`src/hdl/cpts_pkg.sv`:
```
// package of register map, field positions and carrier types for the priority and trap status block
package cpts_pkg;
  localparam int unsigned addr_width = 8;
  localparam logic [7:0] core_control_offset = 8'h00;
  localparam logic [7:0] interrupt_control_one_offset = 8'h04;
  localparam logic [7:0] cpu_status_word_offset = 8'h08;
  localparam int unsigned priority_top_bit_pos = 3;
  localparam int unsigned priority_low_lsb = 5;
  localparam int unsigned priority_low_msb = 7;
  localparam int unsigned nesting_disable_pos = 15;
  localparam int unsigned acc_a_overflow_pos = 14;
  localparam int unsigned acc_b_overflow_pos = 13;
  localparam logic [3:0] priority_user_ceiling = 4'h7;
  localparam logic [2:0] priority_low_reset = 3'h0;

  typedef struct packed {
    logic [7:0] paddr;
    logic psel;
    logic penable;
    logic pwrite;
    logic [31:0] pwdata;
  } cpts_apb_req_type;

  typedef struct packed {
    logic set_top;
    logic acc_a_overflow;
    logic acc_b_overflow;
  } cpts_trap_event_type;
endpackage : cpts_pkg

```
`src/hdl/cpts_sticky_flag.sv`:
```
// one sticky event flag: hardware sets, software clears by writing zero
`timescale 1ns/100ps
`default_nettype none
module cpts_sticky_flag (
  // clock and reset
  input wire logic clock_in,
  input wire logic sys_rst_in,
  // event and software access
  input wire logic set_in,
  input wire logic write_in,
  input wire logic wdata_in,
  // state
  output logic flag_out
);
  always_ff @(posedge clock_in) begin
    if (sys_rst_in) begin
      flag_out <= 1'b0;
    end else if (set_in) begin
      flag_out <= 1'b1; // set wins over a clear in the same cycle
    end else if (write_in && !wdata_in) begin
      flag_out <= 1'b0;
    end
  end
endmodule : cpts_sticky_flag
`default_nettype wire

```
`src/hdl/cpts_top.sv`:
```
// cpu priority level top bit, nesting disable and accumulator overflow trap flags over apb
`timescale 1ns/100ps
`default_nettype none
module cpts_top (
  // clock and reset
  input wire logic clock_in,
  input wire logic sys_rst_in,
  // apb slave
  input wire logic [7:0] paddr_in,
  input wire logic psel_in,
  input wire logic penable_in,
  input wire logic pwrite_in,
  input wire logic [31:0] pwdata_in,
  output logic [31:0] prdata_out,
  output logic pready_out,
  output logic pslverr_out,
  // core and trap sources, same clock
  input wire cpts_pkg::cpts_trap_event_type trap_event_in,
  input wire logic core_low_write_in,
  input wire logic [2:0] core_low_data_in,
  // status to the core and the arbiter
  output logic [3:0] cpu_priority_level_out,
  output logic user_irq_block_out,
  output logic nesting_disable_out
);
  cpts_pkg::cpts_apb_req_type req;
  logic priority_top_bit;
  logic [2:0] priority_low_bits;
  logic nesting_disable;
  logic acc_a_overflow_trap_flag;
  logic acc_b_overflow_trap_flag;
  logic access;
  logic wr_core;
  logic wr_intc;
  logic wr_status;
  logic mapped;
  logic [3:0] next_level;
  logic [31:0] next_rdata;

  // decode strobes and read images
  logic sel_core;
  logic sel_intc;
  logic sel_status;
  logic rd_take;
  logic next_top_bit;
  logic [2:0] next_low_bits;
  logic [31:0] core_control_word;
  logic [31:0] interrupt_control_one_word;
  logic [31:0] cpu_status_word;
  // trap flags, entry 1 at bit 14, entry 0 at bit 13
  localparam int unsigned trap_flag_count = 2;
  logic [trap_flag_count-1:0] trap_flag_set;
  logic [trap_flag_count-1:0] trap_flag_wdata;
  logic [trap_flag_count-1:0] trap_flags;

  assign req = '{paddr: paddr_in, psel: psel_in, penable: penable_in, pwrite: pwrite_in, pwdata: pwdata_in};
  // two-cycle access phase: pready raised in the cycle after the first penable cycle
  assign access = req.psel && req.penable && !pready_out;
  assign sel_core = (req.paddr == cpts_pkg::core_control_offset);
  assign sel_intc = (req.paddr == cpts_pkg::interrupt_control_one_offset);
  assign sel_status = (req.paddr == cpts_pkg::cpu_status_word_offset);
  assign mapped = sel_core || sel_intc || sel_status;
  assign wr_core = access && req.pwrite && sel_core;
  assign wr_intc = access && req.pwrite && sel_intc;
  assign wr_status = access && req.pwrite && sel_status;
  assign rd_take = access && !req.pwrite;

  // top bit: raised only by trap entry, software may only clear it
  always_comb begin
    next_top_bit = priority_top_bit;
    if (trap_event_in.set_top) begin
      next_top_bit = 1'b1; // set wins over a clearing write in the same cycle
    end else if (wr_core && !req.pwdata[cpts_pkg::priority_top_bit_pos]) begin
      next_top_bit = 1'b0;
    end
  end

  always_ff @(posedge clock_in) begin
    if (sys_rst_in) begin
      priority_top_bit <= 1'b0;
    end else begin
      priority_top_bit <= next_top_bit;
    end
  end

  // low bits: frozen for software while nesting is disabled, core still updates them
  always_comb begin
    next_low_bits = priority_low_bits;
    if (core_low_write_in) begin
      next_low_bits = core_low_data_in;
    end else if (wr_status && !nesting_disable) begin
      next_low_bits = req.pwdata[cpts_pkg::priority_low_msb:cpts_pkg::priority_low_lsb];
    end
  end

  always_ff @(posedge clock_in) begin
    if (sys_rst_in) begin
      priority_low_bits <= cpts_pkg::priority_low_reset;
    end else begin
      priority_low_bits <= next_low_bits;
    end
  end

  always_ff @(posedge clock_in) begin
    if (sys_rst_in) begin
      nesting_disable <= 1'b0;
    end else if (wr_intc) begin
      nesting_disable <= req.pwdata[cpts_pkg::nesting_disable_pos];
    end
  end

  assign trap_flag_set = {trap_event_in.acc_a_overflow, trap_event_in.acc_b_overflow};
  assign trap_flag_wdata = req.pwdata[cpts_pkg::acc_a_overflow_pos:cpts_pkg::acc_b_overflow_pos];
  for (genvar gi = 0; gi < trap_flag_count; gi++) begin : g_trap_flag
    cpts_sticky_flag u_flag (
      .clock_in(clock_in),
      .sys_rst_in(sys_rst_in),
      .set_in(trap_flag_set[gi]),
      .write_in(wr_intc),
      .wdata_in(trap_flag_wdata[gi]),
      .flag_out(trap_flags[gi])
    );
  end
  assign acc_a_overflow_trap_flag = trap_flags[1];
  assign acc_b_overflow_trap_flag = trap_flags[0];

  // outputs follow the stored state one cycle later to stay registered
  assign next_level = {priority_top_bit, priority_low_bits};
  always_ff @(posedge clock_in) begin
    if (sys_rst_in) begin
      cpu_priority_level_out <= 4'h0;
    end else begin
      cpu_priority_level_out <= next_level;
    end
  end

  always_ff @(posedge clock_in) begin
    if (sys_rst_in) begin
      user_irq_block_out <= 1'b0;
    end else begin
      user_irq_block_out <= priority_top_bit;
    end
  end

  always_ff @(posedge clock_in) begin
    if (sys_rst_in) begin
      nesting_disable_out <= 1'b0;
    end else begin
      nesting_disable_out <= nesting_disable;
    end
  end

  // register images, unimplemented bits read zero
  always_comb begin
    core_control_word = 32'h0000_0000;
    core_control_word[cpts_pkg::priority_top_bit_pos] = priority_top_bit;
  end

  always_comb begin
    interrupt_control_one_word = 32'h0000_0000;
    interrupt_control_one_word[cpts_pkg::nesting_disable_pos] = nesting_disable;
    interrupt_control_one_word[cpts_pkg::acc_a_overflow_pos] = acc_a_overflow_trap_flag;
    interrupt_control_one_word[cpts_pkg::acc_b_overflow_pos] = acc_b_overflow_trap_flag;
  end

  always_comb begin
    cpu_status_word = 32'h0000_0000;
    cpu_status_word[cpts_pkg::priority_low_msb:cpts_pkg::priority_low_lsb] = priority_low_bits;
  end

  always_comb begin
    next_rdata = 32'h0000_0000;
    unique case (req.paddr)
      cpts_pkg::core_control_offset: begin
        next_rdata = core_control_word;
      end
      cpts_pkg::interrupt_control_one_offset: begin
        next_rdata = interrupt_control_one_word;
      end
      cpts_pkg::cpu_status_word_offset: begin
        next_rdata = cpu_status_word;
      end
      default: begin
        next_rdata = 32'h0000_0000;
      end
    endcase
  end

  // pready gates access, so a penable still high in the pready cycle cannot write twice
  always_ff @(posedge clock_in) begin
    if (sys_rst_in) begin
      pready_out <= 1'b0;
    end else begin
      pready_out <= access;
    end
  end

  always_ff @(posedge clock_in) begin
    if (sys_rst_in) begin
      pslverr_out <= 1'b0;
    end else begin
      pslverr_out <= access && !mapped;
    end
  end

  // read data holds between reads, writes leave it alone
  always_ff @(posedge clock_in) begin
    if (sys_rst_in) begin
      prdata_out <= 32'h0000_0000;
    end else if (rd_take) begin
      prdata_out <= next_rdata;
    end
  end
endmodule : cpts_top
`default_nettype wire

```
`config.mk`:
```
export PLATFORM = sky130hd
export DESIGN_NAME = cpts_top
export DESIGN_NICKNAME = d
export VERILOG_FILES = /design/src/hdl/cpts_pkg.sv /design/src/hdl/cpts_sticky_flag.sv /design/src/hdl/cpts_top.sv
export SDC_FILE = /design/constraint.sdc
export NUM_CORES = 1
export LEC_CHECK = 0
export BUFFER_PORTS_ARGS = -buffer_cell sky130_fd_sc_hd__buf_2
export CORE_ASPECT_RATIO = 0.6
export CORE_MARGIN = 2
export CORE_UTILIZATION = 40
export DETAILED_ROUTE_END_ITERATION = 12
export PLACE_DENSITY = 0.83
export SKIP_LAST_GASP = 1
export SYNTH_ARGS = -nofsm -noshare
export SYNTH_HDL_FRONTEND = slang
export SYNTH_SLANG_ARGS = --single-unit
```
`constraint.sdc`:
```
create_clock -name clock_in -period 4 [get_ports clock_in]
set_input_delay 0.8 -clock clock_in [delete_from_list [all_inputs] [get_ports clock_in]]
set_output_delay 0.8 -clock clock_in [all_outputs]
set_load 0.02 [all_outputs]
```
After elaboration in Yosys (flattened, before gate mapping) --
Cells that the tools add are included.
Storage, ports and cells: register bits 47, bits in latches 0, memory bits (writable) 0, bits in read-only memories 0, word-level logic and storage cells 48, memories kept 0
Operators by class: $add $sub $neg 0, multiply operators 0, divide/modulo/power cells 0, $lt $le $gt $ge 0, eq/ne operators 2, shift operators 0, multiplexer cells 9, bitwise gates (word level) 0, reductions and logical operators 26
Operators by type and width (number):
- $pmux W16 S3 | 1
- $logic_and A1 B1 Y1 | 12
- $eq A8 B3 Y1 const B | 1
- $eq A8 B4 Y1 const B | 1
- $logic_not A8 Y1 | 1
- $reduce_bool A2 Y1 | 4
- $logic_not A1 Y1 | 7
- $mux W1 | 6
- $mux W3 | 2
- $logic_or A1 B1 Y1 | 2

Logic depth before layout (Yosys ltp) --
Gate-level depths: netlist of the first run.
word-level depth 7, gate-level depth with buffers 4, gate-level depth less buffers 4

Modules after synthesis --
A second synthesis of the first run with hierarchy kept.
Unflattened totals: cell total of the unflattened synthesis 114, area, all modules 1043.5 um^2
By module, submodules not included:
- cpts_top | times used 1, cells an instance 106, area an instance 950.9 um^2, sequential area each 380.4 um^2
- cpts_sticky_flag | times used 2, cells an instance 4, area an instance 46.3 um^2, sequential area each 20.0 um^2

Worst setup path before layout of the first run --
No wires, ideal clock.
path type input to register, from input paddr_in[5], to register nesting_disable, library setup time 123 ps, arrival 2109 ps, data required time 3877 ps, slack 1768 ps, stages 4, path through or4_4 nor4_2 and3_1 mux2_1
On the way: cells in the longest elaborated chain, start to end 2
RTL lines:
- start: declaration | RTL line cpts_top.sv:9 | input wire logic [7:0] paddr_in,
- $eq A8 B3 Y1 | RTL line cpts_top.sv:60 | assign sel_intc = (req.paddr == cpts_pkg::interrupt_control_one_offset);
- $logic_and A1 B1 Y1 | RTL line cpts_top.sv:64 | assign wr_intc = access && req.pwrite && sel_intc;
- end signal: assignment | RTL line cpts_top.sv:108 | nesting_disable <= req.pwdata[cpts_pkg::nesting_disable_pos];
- end: declaration | RTL line cpts_top.sv:29 | logic nesting_disable;
Every way passes these cells. A chain may end at the register's enable or synchronous reset.

Final worst setup path of the first run --
Ends and elaborated chain as after synthesis.

==> reports/results.ini, run 1 <==
[run_status]
status=finished clean

[route]
routed_wl_um=1940
dr.first_iter.drc_count=20
detail-route-antenna-nets=0
routed-via-count=783
drc=0
post_drt_wl_per_cell_um=10.6
vias_per_cell=4.30
firstDrtPassIters=6

[logic_synthesis]
synth-simple-area-share_pct=21.7
postSynthAreaPerCell_um2=9.47
synth_compound_area_share_pct=8.85
synth_edf_count=0
ys_seq_elements=21
yosys-mux-area-fraction_pct=8.36
synth_xor_area_share_pct=0
yosys_warnings=0
netlist_instances=109
synth_ff_type=dfxtp_1
synthesis.area_mm2=0.00103
synthArstFlopShare_pct=0
ys_seq_area_share_pct=40.7
ys_types=28
synthAdderAreaFrac_pct=0
synth_top_family_by_area=simple AND/OR/NAND/NOR gates

[cts]
postCtsSetupBuffers=0
holdBufCountCts=0
ctsRootBufferMaster=clkbuf_8
insertion_delay_ps=250
clk_pin_slew_ps=70
htree_levels=1
clk_path_buf_depth=2
cts_inserted_buffers=3
cts_tree=built
postCtsResizedCells=0
cts.sinks=21

[timing]
tns_ps=0
clock.fmax_mhz=450
period_share_pct=55.6
finalHoldViolCount=0
finalMaxSlewViolations=0
skew_ps=4.68
setup_viol=0
rsz0062_at_grt=false
period_needed_ps=2220
fin_ws_ps=1780

[critical_path]
cp_max_fo=4
critPathSlowestCell=or4_4
cp-start-kind=input pin
arrival_ps=2360
cp_top_family=simple AND/OR/NAND/NOR gates
endpoint_kind=flop
cp_num_buf_inv=1
crit_type=in -> reg
cp.depth=5
critPathRequiredTime_ps=4140
rr_worst_depth=4
worstPathCellList=buf_2, or4_4, nor4_2, and3_1, mux2_1
critPathMaxStageDelay_ps=560

[grt]
grt_pass1_vias=704
grt_pass1_wl_um=3040
grt_max_degree=20
gr-usage-all-layers_pct=12.8
antenna_found_initial=0
overflow=0

[floorplan]
num_rows=14
die_width_um=69.6
dieHeight_um=43.4
ios=92
dieArea_mm2=0.00302
core_region_area_mm2=0.00247
initial_core_util_pct=41.8

[power_and_ir_drop]
report.power.total_uw=417
p_leak_nw=0.607
p_per_area_mw_per_mm2=345
peakVddDrop_v=0.000129

[placed_design]
portBuffers=41
place_ws_ps=1480
dp_hpwl_um=1640
gp_routability_congestion=0.741

[layout]
syn2layout_area_growth_pct=17.2
fillCellCount=238
diodes=0
drive_gt1_share_pct=34.7
final_util_pct=49.0
layout.nets=203

[min_path]
min_path_type=reg -> reg
holdPathStages=2

[flow_run]
maxCapViolations=0

[routing by layer]
layer / vias up / GRT usage, % / wire length [µm]
met5: - / 0 / 0
met4: 0 / 5.88 / 14
met3: 2 / 2.56 / 177
met2: 39 / 21.7 / 901
met1: 338 / 16.1 / 843
li1: 404 / - / -
[layout by cell type (no fill, tap or decap), types with 2 or more instances in the layout]
master    netlist  final
nor2b_1         7      7
mux2_4          3      3
nand3_1         3      3
and3_1          2      2
a21oi_1         3      3
mux2i_1         3      3
conb_1          1     25
dfxtp_1        21     21
a22o_1          2      2
nor2_1         12     12
clkbuf_8        0      3
a211oi_1        3      3
nor3_1          3      3
buf_2           0     41
nand2_1         5      5
[Yosys cell counts, drive strengths merged (2+ instances only)]
cell type	n	share of area, %
and3	2	1.2
mux2i	3	2.9
clkbuf	2	0.73
dfxtp	21	41
nor2	12	4.4
nand2	5	1.8
a22o	2	1.7
nor4	2	3.3
a21oi	4	2.3
buf	26	19
nor2b	7	4.2
mux2	4	5.5
nand3	3	1.5
nor3	3	1.5
a211oi	3	2.2
[flip-flops by register name, summed over array words and instances (netlist names)]
| signal | flops |
|---|---|
| nesting_disable | 1 |
| cpu_priority_level_out | 4 |
| priority_top_bit | 1 |
| pready_out | 1 |
| nesting_disable_out | 1 |
| pslverr_out | 1 |
| g_trap_flag.u_flag.flag_out | 2 |
| prdata_out | 7 |
| priority_low_bits | 3 |
[stage by stage]
step	hold slack [ps]	std cells	instance area, µm²
after detailed placement	452	178	1160
after global placement	440	178	1160
after CTS	462	182	1210
after floorplan	443	133	1120
after global routing	480	182	1210
final	454	182	1210
[where the power goes]
part	leakage [nW]	switching, mW	internal (mW)
Sequential	0.172	0.00283	0.216
Clock	0.0228	0.0617	0.0707
Combinational	0.412	0.0446	0.0216
Total	0.607	0.109	0.308
[worst min-delay path, delay by kind of cell (launching register included)]
family / cells / cell delay (ps)
flops: 1 / 310
simple gates: 1 / 50
compound gates: 1 / 50
[cell type report]
type	count	area [µm²]	area share, %
Sequential cell	21	420	34.7
Clock buffer	4	45.0	3.72
Tap cell	32	40.0	3.31
Timing Repair Buffer	41	205	17.0
Inverter	1	3.75	0.310
Multi-Input combinational cell	83	495	41.0
[cells by family after synthesis]
| family | after synthesis |
|---|---|
| compound gates | 12 |
| buf+inv | 29 |
| flops | 21 |
| mux | 7 |
| other cells | 1 |
| simple gates | 39 |
[worst paths after layout]
| kind | start | endpoint | slack, ps |
|---|---|---|---|
| worst max register to register | pready_out | prdata_out[14] | 2640 |
| worst min register to register | prdata_out[6] | prdata_out[6] | 450 |
| worst min-delay path | prdata_out[6] | prdata_out[6] | 450 |
| worst max-delay path | paddr_in[5] | nesting_disable | 1780 |
(Power assumes the default switching activity.)
==> run 2: changes to the inputs <==
--- a/config.mk
+++ b/config.mk
@@ -5,12 +5,13 @@
 export SDC_FILE = /design/constraint.sdc
 export NUM_CORES = 1
 export LEC_CHECK = 0
+export ABC_AREA = 1
 export BUFFER_PORTS_ARGS = -buffer_cell sky130_fd_sc_hd__buf_2
 export CORE_ASPECT_RATIO = 0.6
 export CORE_MARGIN = 2
-export CORE_UTILIZATION = 40
+export CORE_UTILIZATION = 38
 export DETAILED_ROUTE_END_ITERATION = 12
-export PLACE_DENSITY = 0.83
+export PLACE_DENSITY = 0.77
 export SKIP_LAST_GASP = 1
 export SYNTH_ARGS = -nofsm -noshare
 export SYNTH_HDL_FRONTEND = slang
==> constraint.sdc (replaced) <==
create_clock -name clock_in -period 2.05 [get_ports clock_in]
set_input_delay 0.41 -clock clock_in [delete_from_list [all_inputs] [get_ports clock_in]]
set_output_delay 0.41 -clock clock_in [all_outputs]
set_load 0.02 [all_outputs]
==> run 2 against run 1 <==
Total power rose by 100%. Clock power rose by 110%. Area after synthesis rose by 6.5%. Largest power group unchanged. Largest cell class unchanged. Sequential power rose by 95%. Die area rose by 11%. Critical path type is now reg -> out. Core utilization fell by 3.4 points.
==> reports/results.ini, run 2 <==
[layout]
layout.nets=242  ; +19%
fillCellCount=300  ; +26%
ff_latch_area_um2=420  ; unchanged
multi_input_area_um2=509  ; +2.8%
final_util_pct=45.6  ; -3.4 points
syn2layout_area_growth_pct=16.6
drive_gt1_share_pct=31.2  ; -3.4 points
layout_commonest_cell=buf_2
top_regs=prdata_out: 7 flops, cpu_priority_level_out: 4 flops, priority_low_bits: 3 flops
diodes=0  ; unchanged
largest_reg_flops=7  ; unchanged
regMostFlops=prdata_out
most-common-layout-cells=buf_2 (41), nand2_1 (31), conb_1 (25)

[flow_run]
maxCapViolations=0  ; unchanged

[logic_synthesis]
ys_seq_elements=21  ; unchanged
synth_ff_type=dfxtp_1
netlist_instances=147  ; +35%
yosys-top-cells-area=dfxtp_1 (38%), buf_4 (18%), nand2_1 (11%)
ys_types=17  ; -39%
yosys.area.top_type_share_pct=38.2  ; -2.5 points
ys_seq_area_share_pct=38.2  ; -2.5 points
netlist.top_cell.by_area=dfxtp_1
yosys_warnings=0  ; unchanged
postSynthAreaPerCell_um2=7.48  ; -21%
synthArstFlopShare_pct=0  ; unchanged
synthesis.area_mm2=0.00110  ; +6.5%
synth_common_cells=nand2_1 (31), buf_4 (26), dfxtp_1 (21), nand3_1 (17), inv_1 (12)
yosysMostFrequentCell=nand2_1
synth_edf_count=0  ; unchanged

[grt]
grt_pass1_vias=720  ; +2.3%
gr-usage-all-layers_pct=12.4  ; -0.39 points
grt_max_degree=14  ; -30%
grt_pass1_wl_um=3130  ; +2.7%
antenna_found_initial=0  ; unchanged
overflow=0  ; unchanged

[min_path]
worstHoldStart=trap_event_in[2]
min_path_type=in -> reg

[power_and_ir_drop]
p_comb_share_pct=16.8  ; +0.9 points
intPower_uw=601  ; +95%
clockPowerShare_pct=32.4  ; +0.7 points
peakVddDrop_v=0.000342  ; +160%
p_leak_nw=0.701  ; +16%
report.power.total_uw=840  ; +100%
p_seq_share_pct=50.8  ; -1.6 points
swShare_pct=28.4  ; +2.3 points
switching_power_uw=239  ; +120%
p_per_area_mw_per_mm2=655  ; +90%

[critical_path]
cp.depth=1  ; -4
reg2reg_slack_ps=920  ; -1720 ps
regToRegStartpoint=pready_out
crit_path_start=prdata_out[6]
worstPathCellList=buf_2
rr_worst_depth=6  ; +2
endpoint_kind=output port
critPathSlowestCell=dfxtp_1
critPathCapture=prdata_out[6]
critPathMaxStageDelay_ps=340  ; -220 ps
cp_num_buf_inv=1  ; unchanged
crit_type=reg -> out
cp_top_family=flip-flops
critPathRequiredTime_ps=1640  ; -2500 ps
arrival_ps=760  ; -1600 ps
cp-start-kind=flop
rr_endpoint=prdata_out[6]
cp_max_fo=2  ; -2

[floorplan]
num_rows=15  ; +1
dieHeight_um=45.7  ; +5.4%
die_width_um=73.5  ; +5.6%
ios=92  ; unchanged
dieArea_mm2=0.00335  ; +11%
initial_core_util_pct=39.1  ; -2.7 points
core_region_area_mm2=0.00282  ; +14%

[placed_design]
portBuffers=41  ; unchanged
dp_hpwl_um=1630  ; -0.77%
gp_routability_congestion=0.794  ; +7.0%

[cts]
cts.sinks=21  ; unchanged
insertion_delay_ps=260  ; about the same
htree_levels=1  ; unchanged
holdBufCountCts=0  ; unchanged
postCtsSetupBuffers=0  ; unchanged
clk_pin_slew_ps=80  ; about the same
cts_inserted_buffers=3  ; unchanged
cts_tree=built
clk_path_buf_depth=2  ; unchanged
postCtsResizedCells=0  ; unchanged
ctsRootBufferMaster=clkbuf_8

[timing]
clock.fmax_mhz=852
finalHoldViolCount=0  ; unchanged
rsz0062_at_grt=false
skew_ps=6.81  ; +2.13 ps
period_needed_ps=1170
period_share_pct=57.3
tns_ps=0  ; unchanged
setup_viol=0  ; unchanged
finalMaxSlewViolations=0  ; unchanged

[route]
routed_wl_um=2020  ; +4.2%
vias_per_cell=4.04  ; -6.2%
detail-route-antenna-nets=0  ; unchanged
post_drt_wl_per_cell_um=9.05  ; -15%
dr.first_iter.drc_count=43  ; +110%
drc=0  ; unchanged
routed-via-count=900  ; +15%
firstDrtPassIters=4  ; -2

[run_status]
status=finished clean

run 2: cell types whose count changed in the layout (fill, tap and decap cells not counted), moves of 4 or more:
cell / before / now
inv_1: 1 / 12
nand3_1: 3 / 17
inv_2: 0 / 4
nand2_1: 5 / 31
a21oi_1: 3 / 10
nor2_4: 0 / 4
nor2b_1: 7 / 0
run 2: worst min path at each step:
stage	slack (ps)	to	cells past startpoint
6_report	350	priority_top_bit	3
3_5_place_dp	430	cpu_priority_level_out[3]	2
4_1_cts	350	priority_top_bit	3
5_1_grt	360	priority_top_bit	3
3_3_place_gp	430	cpu_priority_level_out[3]	2
2_1_floorplan	410	cpu_priority_level_out[3]	2
run 2: through the flow:
| step | area (µm²) | instances | setup WS (ps) | hold WS, ps |
|---|---|---|---|---|
| 2_1_floorplan | 1190 | 171 | 929 | 411 |
| 3_3_place_gp | 1240 | 219 | 733 | 427 |
| 3_5_place_dp | 1240 | 219 | 743 | 433 |
| 4_1_cts | 1280 | 223 | 874 | 355 |
| 5_1_grt | 1280 | 223 | 820 | 362 |
| 6_report | 1280 | 223 | 876 | 349 |
run 2: metal layers:
| metal | global-route usage [%] | share of wire, % |
|---|---|---|
| met1 | 16.6 | 50 |
| met2 | 19.1 | 42 |
| met3 | 5.75 | 8.1 |
| met4 | 1.09 | 0 |
| met5 | 0 | 0 |
run 2: logic make-up after synthesis:
family,share of synthesized area [%]
flops,38.2
other cells,0.341
simple gates,33.2
compound gates,4.55
buf+inv,23.7
run 2: layout make-up:
type                       count  share of cell area (%)
clock buffer                   4                    3.51
inverter                      16                    4.68
multi-input combinational    107                    39.7
sequential                    21                    32.8
tap                           34                    3.32
timing repair buffer          41                    16.0
run 2: power groups by stage:
| stage | clock network [mW] | logic (mW) | registers [mW] |
|---|---|---|---|
| global route | 0.293 | 0.158 | 0.429 |
| CTS | 0.274 | 0.142 | 0.427 |
| finish | 0.272 | 0.141 | 0.427 |
| global placement | 0 | 0.140 | 0.436 |
| detailed placement | 0 | 0.142 | 0.437 |
| floorplan | 0 | 0.127 | 0.444 |
==> run 3: changes to the inputs <==
--- a/config.mk
+++ b/config.mk
@@ -9,9 +9,9 @@
 export BUFFER_PORTS_ARGS = -buffer_cell sky130_fd_sc_hd__buf_2
 export CORE_ASPECT_RATIO = 0.6
 export CORE_MARGIN = 2
-export CORE_UTILIZATION = 38
+export CORE_UTILIZATION = 34
 export DETAILED_ROUTE_END_ITERATION = 12
-export PLACE_DENSITY = 0.77
+export PLACE_DENSITY = 0.73
 export SKIP_LAST_GASP = 1
 export SYNTH_ARGS = -nofsm -noshare
 export SYNTH_HDL_FRONTEND = slang
==> constraint.sdc (replaced) <==
create_clock -name clock_in -period 1 [get_ports clock_in]
set_input_delay 0.2 -clock clock_in [delete_from_list [all_inputs] [get_ports clock_in]]
set_output_delay 0.2 -clock clock_in [all_outputs]
set_load 0.02 [all_outputs]
==> run 3 against run 2 <==
The run now ends with setup timing left. Hold slack got worse by 200 ps. First-iteration DRC count is 33% lower. Combinational power is 130% higher. Global-route usage increased by 0.16 points. Total power is 110% higher. Critical endpoint is now prdata_out[5].
==> reports/results.ini, run 3 (synthesized netlist as in run 2, its figures left out) <==
[floorplan]
dieArea_mm2=0.00372  ; +11%
core_region_area_mm2=0.00297  ; +5.3%
ios=92  ; unchanged
die_width_um=77.4  ; +5.4%
dieHeight_um=48.1  ; +5.2%
num_rows=15  ; unchanged
initial_core_util_pct=37.1  ; -2.0 points

[layout]
drive_gt1_share_pct=39.3  ; +8.1 points
largest_reg_flops=7  ; unchanged
layout_commonest_cell=buf_2
most-common-layout-cells=buf_2 (36), nand2_1 (31), conb_1 (25)
fillCellCount=319  ; +6.3%
layout.nets=249  ; +2.9%
fin_cells=238  ; +6.7%
top_regs=prdata_out: 7 flops, cpu_priority_level_out: 4 flops, priority_low_bits: 3 flops
regMostFlops=prdata_out
diodes=0  ; unchanged
syn2layout_area_growth_pct=28.4
ff_latch_area_um2=427  ; +1.5%
multi_input_area_um2=549  ; +7.9%

[timing]
setup_viol=8  ; +8
tns_ps=-185  ; -185 ps
period_share_pct=104
clock.fmax_mhz=957
finalMaxSlewViolations=0  ; unchanged
finalHoldViolCount=0  ; unchanged
fin_ws_ps=-44.5  ; -921 ps
skew_ps=2.09  ; -4.72 ps
hold-worst-slack_ps=149  ; -201 ps
rsz0062_at_grt=true
period_needed_ps=1040

[power_and_ir_drop]
p_per_area_mw_per_mm2=1240  ; +89%
p_leak_nw=0.743  ; +6.0%
peakVddDrop_v=0.000720  ; +110%
report.power.total_mw=1.75  ; +110%

[min_path]
holdPathStages=3  ; unchanged
min_path_type=in -> reg

[flow_run]
maxCapViolations=0  ; unchanged

[cts]
clk_pin_slew_ps=70  ; about the same
cts_inserted_buffers=3  ; unchanged
cts.sinks=21  ; unchanged
htree_levels=1  ; unchanged
insertion_delay_ps=260  ; about the same
cts_tree=built
holdBufCountCts=0  ; unchanged
clk_path_buf_depth=2  ; unchanged
ctsRootBufferMaster=clkbuf_8

[critical_path]
arrival_ps=1200  ; +440 ps
endpoint_kind=flop
rr_endpoint=prdata_out[5]
crit_path_start=pready_out
cp-start-kind=flop
critPathRequiredTime_ps=1160  ; -480 ps
crit_type=reg -> reg
reg2reg_slack_ps=-40  ; -960 ps
critPathCapture=prdata_out[5]
cp_max_fo=7  ; +5
rr_worst_depth=6  ; unchanged
regToRegStartpoint=pready_out

[grt]
gr-usage-all-layers_pct=12.5  ; +0.16 points
grt_max_degree=12  ; -2
grt_pass1_wl_um=3520  ; +13%
antenna_found_initial=0  ; unchanged
overflow=0  ; unchanged
grt_pass1_vias=799  ; +11%

[route]
vias_per_cell=3.95  ; -2.0%
routed_wl_um=2270  ; +13%
routed-via-count=941  ; +4.6%
dr.first_iter.drc_count=29  ; -33%
post_drt_wl_per_cell_um=9.55  ; +5.5%
detail-route-antenna-nets=0  ; unchanged
firstDrtPassIters=4  ; unchanged
drc=0  ; unchanged

[placed_design]
place_ws_ps=-98.9  ; -842 ps
gp_routability_congestion=0.765  ; -3.6%
dp_hpwl_um=1770  ; +8.6%
portBuffers=41  ; unchanged
dp_cells=233  ; +6.4%

[run_status]
status=finished with violations
violations=setup timing

==> run 3: cell types whose count changed in the layout (fill, tap and decap cells not counted), moves of 3 or more <==
cell and delta:
nand3_2 +3, buf_4 +11, dfxtp_1 -3, nand3_1 -4, buf_2 -5
==> run 3: area by class of cell <==
type,instances,share of cell area [%]
Timing Repair Buffer,48,19.4
Tap cell,42,3.72
Inverter,16,4.61
Clock buffer,4,3.19
Sequential cell,21,30.2
Multi-Input combinational cell,107,38.9
==> run 3: critical path, stage by stage, from the launching register on <==
cell,delay [ps]
dfxtp_4,350
inv_4,60
nand3_4,70
nor2_4,210
inv_4,100
nand3_1,90
nand2_1,60
==> run 3: worst min-delay path by stage <==
stage | endpoint | from | slack [ps]
after floorplan | cpu_priority_level_out[0] | sys_rst_in | 280
after global placement | priority_top_bit | trap_event_in[2] | 410
after detailed placement | priority_top_bit | trap_event_in[2] | 410
after CTS | priority_top_bit | trap_event_in[2] | 140
after global routing | priority_top_bit | trap_event_in[2] | 160
final | priority_top_bit | trap_event_in[2] | 150
==> run 3: repair_timing <==
| item | in CTS | in global routing |
|---|---|---|
| resized for setup | 4 | 12 |
| endpoints found under the hold margin | 0 | 0 |
| pin swaps | 2 | 3 |
| buffers inserted | 1 | 0 |
| endpoints found under the setup margin | 10 | 18 |
==> run 3: per-layer routing <==
| metal | routed length [µm] | GRT usage, % | part of all wire, % | vias to the layer above |
|---|---|---|---|---|
| met5 | 0 | 0 | 0 | - |
| met4 | 8 | 2.14 | 0.35 | 0 |
| met3 | 169 | 5.85 | 7.4 | 3 |
| met2 | 999 | 18.8 | 44 | 30 |
| met1 | 1100 | 16.9 | 48 | 400 |
| li1 | - | - | - | 508 |
==> run 3: stage by stage <==
stage                     util [%]  area, µm²
after global routing          47.6       1410
after detailed placement      44.1       1310
after floorplan                  -       1200
after CTS                     46.4       1380
final                         47.6       1410
after global placement        44.1       1310
==> run 3: report_power, final <==
part | internal (mW) | switching, mW
Sequential | 0.865 | 0.0109
Combinational | 0.101 | 0.221
Clock | 0.284 | 0.263
Total | 1.25 | 0.496
